<file path="config.mk">
export PLATFORM = sky130hd
export DESIGN_NAME = emx_exec
export DESIGN_NICKNAME = d
export VERILOG_FILES = /design/src/design/emx_exec.v /design/src/design/emx_step.v
export VERILOG_INCLUDE_DIRS = /design/src /design/src/design
export SDC_FILE = /design/constraint.sdc
export NUM_CORES = 1
export LEC_CHECK = 0
export BUFFER_PORTS_ARGS = -buffer_cell sky130_fd_sc_hd__clkbuf_2
export CAP_MARGIN = 0
export CORE_MARGIN = 4
export CORE_UTILIZATION = 30
export DETAILED_ROUTE_END_ITERATION = 12
export PLACE_DENSITY = 0.62
export RECOVER_POWER = 50
export SYNTH_ARGS = -nofsm -noshare
export SYNTH_HDL_FRONTEND = slang
export SYNTH_SLANG_ARGS = --single-unit
</file>
<file path="constraint.sdc">
create_clock -name clk_sys -period 3.22 [get_ports clk_sys]
set_input_delay 0.322 -clock clk_sys [delete_from_list [all_inputs] [get_ports clk_sys]]
set_output_delay 0.322 -clock clk_sys [all_outputs]
set_load 0.02 [all_outputs]
</file>
<file path="src/design/emx_exec_regs.vh">
// constants for the exchange-memory / index-step execution unit
`ifndef EMX_EXEC_REGS_VH
`define EMX_EXEC_REGS_VH

// ----------------------------------------------------------------
// widths
// ----------------------------------------------------------------
`define EMX_NIB_W 4
`define EMX_PTR_W 8

// ----------------------------------------------------------------
// reset values
// ----------------------------------------------------------------
`define EMX_ACC_RST 4'h0
`define EMX_X_RST 4'h0
`define EMX_Y_RST 4'h0

// ----------------------------------------------------------------
// wrap values of y that make the next instruction skip, and the y step size
// ----------------------------------------------------------------
`define EMX_DEC_SKIP_VAL 4'hf
`define EMX_INC_SKIP_VAL 4'h0
`define EMX_Y_STEP 4'h1

// ----------------------------------------------------------------
// register select codes on the load port
// ----------------------------------------------------------------
`define EMX_SEL_ACC 2'h0
`define EMX_SEL_X 2'h1
`define EMX_SEL_Y 2'h2

// ----------------------------------------------------------------
// execution state codes
// ----------------------------------------------------------------
`define EMX_ST_IDLE 2'h0
`define EMX_ST_READ 2'h1
`define EMX_ST_WRITE 2'h2

`endif

</file>
<file path="src/design/emx_exec.v">
// execution unit for the accumulator/memory exchange instructions with x xor and y step
`timescale 1ns/1ps
`include "emx_exec_regs.vh"

module emx_exec (
    input wire clk_sys,
    input wire rst,
    // decoded instruction request
    input wire op_valid,
    input wire op_incr,
    input wire [3:0] op_imm,
    output wire op_ready,
    // completion
    output reg op_done_ff,
    output reg skip_next_ff,
    // register load port for other instructions
    input wire load_en,
    input wire [1:0] load_sel,
    input wire [3:0] load_data,
    // register view
    output reg [3:0] acc_ff,
    output reg [3:0] reg_x_ff,
    output reg [3:0] reg_y_ff,
    // ram port
    output wire [7:0] ram_nibble_pointer,
    input wire [3:0] ram_rd_data,
    output reg ram_wr_en_ff,
    output reg [3:0] ram_wr_data_ff
);

    // ----------------------------------------------------------------
    // execution states
    // ----------------------------------------------------------------
    localparam [1:0] ST_IDLE = `EMX_ST_IDLE;
    localparam [1:0] ST_READ = `EMX_ST_READ;
    localparam [1:0] ST_WRITE = `EMX_ST_WRITE;

    // ----------------------------------------------------------------
    // state and latched operands
    // ----------------------------------------------------------------
    reg [1:0] state_ff;
    reg [1:0] nxt_state;
    reg incr_ff;
    reg [3:0] imm_ff;
    reg [3:0] mem_ff;
    wire [3:0] y_stepped;
    wire skip_hit;
    reg nxt_done;
    reg nxt_skip;
    reg [3:0] nxt_acc;
    reg [3:0] nxt_x;
    reg [3:0] nxt_y;

    // ----------------------------------------------------------------
    // decode of the load port select, used for all three registers
    // ----------------------------------------------------------------
    function load_hit;
        input en;
        input [1:0] sel;
        input [1:0] code;
        begin
            load_hit = en && (sel == code);
        end
    endfunction

    // the pointer is formed from x and y and stays put until the write is done
    assign ram_nibble_pointer = {reg_x_ff, reg_y_ff};

    // a new instruction is taken only when idle
    assign op_ready = (state_ff == ST_IDLE);

    // y step and skip decision
    emx_step u_step (
        .y_old(reg_y_ff),
        .incr(incr_ff),
        .y_new(y_stepped),
        .skip(skip_hit)
    );

    // ----------------------------------------------------------------
    // next state
    // ----------------------------------------------------------------
    always @* begin
        nxt_state = state_ff;
        case (state_ff)
            ST_IDLE: begin
                if (op_valid) begin
                    nxt_state = ST_READ;
                end
            end
            ST_READ: begin
                nxt_state = ST_WRITE;
            end
            ST_WRITE: begin
                nxt_state = ST_IDLE;
            end
            default: begin
                nxt_state = ST_IDLE;
            end
        endcase
    end

    // ----------------------------------------------------------------
    // sequencing: latch operands, read ram, then write the old accumulator back
    // ----------------------------------------------------------------
    always @(posedge clk_sys or posedge rst) begin
        if (rst) begin
            state_ff <= ST_IDLE;
            incr_ff <= 1'b0;
            imm_ff <= 4'h0;
            mem_ff <= 4'h0;
            ram_wr_en_ff <= 1'b0;
            ram_wr_data_ff <= 4'h0;
        end else begin
            state_ff <= nxt_state;
            ram_wr_en_ff <= 1'b0;
            case (state_ff)
                ST_IDLE: begin
                    if (op_valid) begin
                        incr_ff <= op_incr;
                        imm_ff <= op_imm;
                    end
                end
                ST_READ: begin
                    // old memory nibble captured, old accumulator goes out to ram
                    mem_ff <= ram_rd_data;
                    ram_wr_data_ff <= acc_ff;
                    ram_wr_en_ff <= 1'b1;
                end
                ST_WRITE: begin
                    // operands stay put until the register update has used them
                    imm_ff <= imm_ff;
                end
                default: begin
                    incr_ff <= 1'b0;
                end
            endcase
        end
    end

    // ----------------------------------------------------------------
    // completion pulses: one cycle each, on the edge that updates a, x and y
    // ----------------------------------------------------------------
    always @* begin
        nxt_done = 1'b0;
        nxt_skip = 1'b0;
        if (state_ff == ST_WRITE) begin
            nxt_done = 1'b1;
            nxt_skip = skip_hit;
        end
    end

    // pulse registers, cleared by reset so no false skip follows it
    always @(posedge clk_sys or posedge rst) begin
        if (rst) begin
            op_done_ff <= 1'b0;
            skip_next_ff <= 1'b0;
        end else begin
            op_done_ff <= nxt_done;
            skip_next_ff <= nxt_skip;
        end
    end

    // ----------------------------------------------------------------
    // accumulator, x and y: load port when idle, exchange results at write end
    // ----------------------------------------------------------------
    always @* begin
        nxt_acc = acc_ff;
        nxt_x = reg_x_ff;
        nxt_y = reg_y_ff;
        case (state_ff)
            ST_WRITE: begin
                nxt_acc = mem_ff;
                nxt_x = reg_x_ff ^ imm_ff;
                nxt_y = y_stepped;
            end
            ST_IDLE: begin
                if (load_hit(load_en, load_sel, `EMX_SEL_ACC)) begin
                    nxt_acc = load_data;
                end
                if (load_hit(load_en, load_sel, `EMX_SEL_X)) begin
                    nxt_x = load_data;
                end
                if (load_hit(load_en, load_sel, `EMX_SEL_Y)) begin
                    nxt_y = load_data;
                end
            end
            default: begin
                // the load port is shut while an exchange is in flight
                nxt_acc = acc_ff;
            end
        endcase
    end

    // register view of a, x and y
    always @(posedge clk_sys or posedge rst) begin
        if (rst) begin
            acc_ff <= `EMX_ACC_RST;
            reg_x_ff <= `EMX_X_RST;
            reg_y_ff <= `EMX_Y_RST;
        end else begin
            acc_ff <= nxt_acc;
            reg_x_ff <= nxt_x;
            reg_y_ff <= nxt_y;
        end
    end

endmodule

</file>
<file path="src/design/emx_step.v">
// y stepping and skip decision for the exchange instructions
`timescale 1ns/1ps
`include "emx_exec_regs.vh"

module emx_step (
    input wire [3:0] y_old,
    input wire incr,
    output wire [3:0] y_new,
    output wire skip
);

    // ----------------------------------------------------------------
    // step y modulo 16 and test the wrap value on the new y
    // ----------------------------------------------------------------
    assign y_new = incr ? (y_old + `EMX_Y_STEP) : (y_old - `EMX_Y_STEP);
    // skip is judged on the updated value
    assign skip = incr ? (y_new == `EMX_INC_SKIP_VAL) : (y_new == `EMX_DEC_SKIP_VAL);

endmodule

</file>
# Yosys cells after proc, flatten, opt, wreduce, memory -nomap -nowiden
# Cells that the tools add are included.
[totals] word_cells=52 inputBits=19 regBits=30
[op_classes] eq_ne=9 mux=15 add_sub_neg=2 reduce_logical=13 n_bitwise=2
[op_table] op="one-hot mux 4 bit (2 select lines)" count=3
[op_table] op="two-way mux 4 bit" count=4
[op_table] op="AND reduction 2 bit" count=5
[op_table] op="inequality test 2 x 1 -> 1 bit (second input constant)" count=3
[op_table] op="two-way mux 1 bit" count=5
[op_table] op="adder 4 x 1 -> 4 bit (second input constant)" count=1
[op_table] op="equality test 2 x 1 -> 1 bit (second input constant)" count=2
[op_table] op="equality test 2 bit (second input constant)" count=2
[op_table] op="equality test 4 bit (second input constant)" count=1
[op_table] op="logical NOT 2 bit" count=2
[op_table] op="logical NOT 4 bit" count=1
[op_table] op="one-hot mux 2 bit (2 select lines)" count=1
[op_table] op="subtractor 4 x 1 -> 4 bit (second input constant)" count=1
[op_table] op="bitwise XOR 4 bit" count=1
[op_table] op="logical AND 1 bit" count=3
[op_table] op="two-way mux 2 bit" count=1
[op_table] op="inequality test 2 bit (second input constant)" count=1
[op_table] op="one-hot mux 1 bit (2 select lines)" count=1
[op_table] op="nonzero test 2 bit" count=1
[op_table] op="OR reduction 2 bit" count=1
[op_table] op="inverter 1 bit" count=1

# Logic depth before layout (Yosys ltp)
[logic_depth] depth_word=5 mapped_depth=7 mapped_depth_nobuf=6

# By module
# From an unflattened synthesis, not the netlist that was laid out.
[hier_totals] hier_cells=145 hier_area_um2=1621.6
[by_module_without_submodules] module="emx_exec" area_per_inst_um2=1442.6 cells_per_inst=126 instances=1 seq_area_each_um2=750.7
[by_module_without_submodules] module="emx_step" area_per_inst_um2=178.9 cells_per_inst=19 instances=1 seq_area_each_um2=0.0

# Worst setup path before layout
# No wires, ideal clock.
[synth_path] path_type="reg-to-reg" startpoint="reg state_ff[0]" endpoint="reg reg_x_ff[0]" synth_period_minus_slack_ns=1.973 path_slack_ns=1.247 stages_incl_launch_ff=8 arrival_time_ns=1.847 cell_sequence="dfrtp_1 inv_1 ha_1 buf_6 nand2_4 nor3b_4 mux2_2 a221o_1"
[synth_between] elab_chain_len=3 word_cells_on_any_way=6 cone_classes="eq/ne: 2; mux: 1; reduce/logical: 3"
[synth_lines] item="start: declaration" line_no="emx_exec.v:41" rtl="reg [1:0] state_ff;"
[synth_lines] item="start signal: assignment" line_no="emx_exec.v:115" rtl="state_ff <= nxt_state;"
[synth_lines] item="logical NOT 2 bit *"
[synth_lines] item="via op_ready" line_no="emx_exec.v:12" rtl="output wire op_ready,"
[synth_lines] item="inequality test 2 x 1 -> 1 bit (no line) or nonzero test 2 bit (tied branches)"
[synth_lines] item="AND reduction 2 bit (no line)"
[synth_lines] item="end signal: assignment" line_no="emx_exec.v:199" rtl="reg_x_ff <= `EMX_X_RST;"
[synth_lines] item="end signal: assignment" line_no="emx_exec.v:203" rtl="reg_x_ff <= nxt_x;"
[synth_lines] item="end: declaration" line_no="emx_exec.v:22" rtl="output reg [3:0] reg_x_ff,"
# The timed path passes the listed nets; every way through them passes the cells marked *.
# A chain may end at the register's enable or synchronous reset.

# Final worst setup path
[layout_path] startpoint="reg state_ff[1]" endpoint="reg reg_x_ff[0]"
[layout_between] elab_chain_len=3 word_cells_on_any_way=6 cone_classes="eq/ne: 2; mux: 1; reduce/logical: 3"
[layout_lines] item="logical NOT 2 bit or equality test 2 bit (tied branches)" line_no="emx_exec.v:171" rtl="case (state_ff)"
[layout_lines] item="inequality test 2 x 1 -> 1 bit (no line) or nonzero test 2 bit (tied branches)"
[layout_lines] item="AND reduction 2 bit (no line)"
# Parallel ways exist; a longest one is shown, timed or not.

==> metrics.txt <==
PwrDens 1080 nW/um^2; f_max about 500 MHz; I/O Buffers 46; Post-Route WL 3.54 mm; Hold EP mem_ff[3]; fin crit period 1.99 ns; Root Buffer clkbuf_8; Core Area 5110 um^2; FF-to-FF path depth 6; Setup crit start kind flip-flop; critical hold path startpoint ram_rd_data[3]; Rel. slew slack -10.2%; vias 1182; gr usage total between 10% and 20%; Inserted Diodes 0; drt drc 0; gpl congestion 0.728; initial antenna violation count 0; sequential-to-total area share from yosys stat 47.7%; row count 26; clock share of power 15.2%; setup skew after layout 0.00668 ns; Initial Utilization between 30% and 40%; height of the die around 80 um; Hold Vio Cnt, Final 0; io pins 47; dpl ws 1.22 ns; Die Wd 80.4 um; Crit Path Class flip-flop to flip-flop; Hold WC Path Type input pin to flip-flop; power share of the combinational group 51.1%; syn nets roughly 170; Worst setup EP type flip-flop; Area growth syn-to-layout 20.7%; reg2reg start state_ff[1]; PnR worst setup slack 1.23 ns; run status finished with violations; fin cells 256; Slowest-stage cell, CP dfrtp_1; count of final max-slew check failures 31; CTS tree done; Worst Tran Pin Value 1.65 ns; Critical Path Max Stage Delay 0.38 ns; post-synthesis cell count 141; post-synth design cell area 1570 um^2; Data arrival, critical path 2.16 ns; CTS Buffer Depth 2; synth warn 0; unrepaired setup endpoints after global routing no; Max Cap Viol 1; Post-DP HPWL 2.69 mm; internal power 0.00115 W; post-cts sizing count 0; CP Max Fanout 7; #FFs+latches synth 30; Mean Syn Cell Area 11.2 um^2; first-pass GRT wire length 6.04 mm; Setup-failing EPs final 0; hold path cells 2; failing checks max-capacitance violations, max-slew violations; Switching Fraction 44.0%; sequential power share 33.7%; GRT overflow 0; CP Data Required Time ~3.4 ns; Worst R2R End reg_x_ff[0]; die area 6460 um^2; number of setup buffers added after CTS 0; vias in the first global route 1223; Yosys cell types 37; largest net degree at the start of global routing 31; dpl cells 248; drt initial violations 26; layout cells sized above 1 31.2%; Peak supply drop between 0.4 and 0.5 mV; Nets 212; 1st-pass router iterations 4; Lkg Pwr just under 0.9 nW; CP Cell Sequence inv_1, ha_1, nand2_4, nor3b_4, mux2_2, a221o_1; vias per cell about 4.6; clk_lat worst skew approximately 0.28 ns; Setup TNS Final 0 ns; period utilization around three fifths; CTS HTree Levels 2; WL/cell 13.8 um; remaining antenna violation count 0; net switching power 0.000904 W; FF-to-FF setup slack approximately 1.2 ns; clk sinks 30; CTS Hold Bufs 0; Worst-path clk slew around 0.07 ns; total CTS buffers 5
[power groups by stage]
stage / Clock, W / Combinational, W / Sequential [W]
floorplan: 0 / 0.000728 / 0.000798
global placement: 0 / 0.00107 / 0.000699
detailed placement: 0 / 0.00108 / 0.000702
CTS: 0.000320 / 0.00109 / 0.000697
global route: 0.000341 / 0.00117 / 0.000725
finish: 0.000312 / 0.00105 / 0.000691
[layer usage]
| metal | global-route usage, % | wire length [um] |
|---|---|---|
| met1 | 16.6 | 1630 |
| met2 | 19.0 | 1660 |
| met3 | 3.81 | 211 |
| met4 | 4.56 | 43 |
| met5 | 0 | 0 |
[cell usage after synthesis]
| library cell | n | area [um^2] |
|---|---|---|
| buf_2 | 1 | 5.00 |
| nand2b_1 | 2 | 12.5 |
| o31ai_1 | 1 | 7.51 |
| o22ai_1 | 1 | 6.26 |
| o31a_1 | 1 | 8.76 |
| nor3_1 | 3 | 15.0 |
| buf_6 | 1 | 11.3 |
| xor2_1 | 1 | 8.76 |
| a222oi_1 | 1 | 10.0 |
| nand3b_1 | 2 | 15.0 |
| a311oi_1 | 1 | 8.76 |
| ha_1 | 7 | 87.6 |
| nor3b_4 | 1 | 18.8 |
| mux2i_1 | 5 | 50.1 |
| clkinv_1 | 1 | 3.75 |
| and3_1 | 3 | 18.8 |
| nor2_1 | 5 | 18.8 |
| buf_4 | 8 | 60.1 |
| o21ai_0 | 9 | 45.0 |
| nor3b_1 | 1 | 7.51 |
| fa_1 | 1 | 20.0 |
| a2111oi_0 | 1 | 8.76 |
| xnor2_1 | 1 | 8.76 |
| nand4b_1 | 1 | 8.76 |
| a41oi_1 | 1 | 8.76 |
| nand3_1 | 5 | 25.0 |
| nand2_4 | 1 | 11.3 |
| a21oi_1 | 6 | 30.0 |
| and2_1 | 1 | 6.26 |
| inv_1 | 8 | 30.0 |
| a221o_1 | 3 | 30.0 |
| clkbuf_1 | 1 | 3.75 |
| dfrtp_1 | 30 | 751 |
| a22o_1 | 1 | 8.76 |
| mux2_2 | 14 | 158 |
| a21boi_0 | 1 | 7.51 |
| nand2_1 | 10 | 37.5 |
[registers in the layout, summed over array words and instances (netlist names)]
name            cells
state_ff            2
reg_y_ff            4
incr_ff             1
reg_x_ff            4
op_done_ff          1
acc_ff              4
skip_next_ff        1
mem_ff              4
ram_wr_en_ff        1
imm_ff              4
ram_wr_data_ff      4
[how the worst max path moves through the flow]
stage / slack, ns / start / to
after CTS: 1.22 / state_ff[1] / reg_x_ff[0]
after floorplan: 1.25 / state_ff[0] / reg_x_ff[0]
after global placement: 1.27 / state_ff[0] / reg_x_ff[0]
after detailed placement: 1.22 / state_ff[0] / reg_x_ff[0]
final: 1.23 / state_ff[1] / reg_x_ff[0]
after global routing: 1.06 / state_ff[0] / reg_x_ff[0]
[critical path, delay by kind of cell (launching register included)]
family	cells	cell delay, ns
and+or+nand+nor	2	0.40
DFF	1	0.38
muxes	1	0.37
adders and majority gates	1	0.35
AOI/OAI and AO/OA	1	0.28
buffers and inverters	1	0.10
[cells in the final DEF, fill, tap and decap left out, drive strengths merged, types with 2 or more instances in the layout]
cell type	synthesis	routed
mux2i	5	5
nand2	11	11
nor3	3	3
o21ai	9	9
clkinv	1	2
nand2b	2	2
ha	7	7
inv	8	8
clkbuf	1	54
nor3b	2	2
dfrtp	30	30
nand3b	2	2
mux2	14	14
nand3	5	5
and3	3	3
a221o	3	3
a21oi	6	6
nor2	5	5
[final cells by class]
cell class	count	area, um^2
sequential	30	751
clock inverter	1	5.00
fill	536	3210
tap	70	87.6
multi-input combinational	91	708
timing repair buffer	48	226
inverter	9	33.8
clock buffer	7	86.3
[stage by stage]
| stage | hold slack, ns | area, um^2 | power [W] | util (%) |
|---|---|---|---|---|
| 6_report | 0.275 | 1900 | 0.00205 | 37.2 |
| 3_5_place_dp | 0.406 | 1830 | 0.00178 | 35.7 |
| 5_1_grt | 0.259 | 1900 | 0.00224 | 37.2 |
| 2_1_floorplan | 0.413 | 1570 | 0.00153 | - |
| 4_1_cts | 0.109 | 1920 | 0.00210 | 37.5 |
| 3_3_place_gp | 0.407 | 1830 | 0.00177 | 35.7 |
[kinds of logic after synthesis]
| family | Yosys count | share of synthesized area (%) |
|---|---|---|
| and+or+nand+nor | 35 | 12.4 |
| DFF | 30 | 47.7 |
| AOI/OAI and AO/OA | 27 | 11.5 |
| buffers and inverters | 20 | 7.24 |
| muxes | 19 | 13.2 |
| adders and majority gates | 8 | 6.84 |
| xor gates and xnor gates | 2 | 1.11 |
No activity file was read; power rests on OpenSTA's default activity.
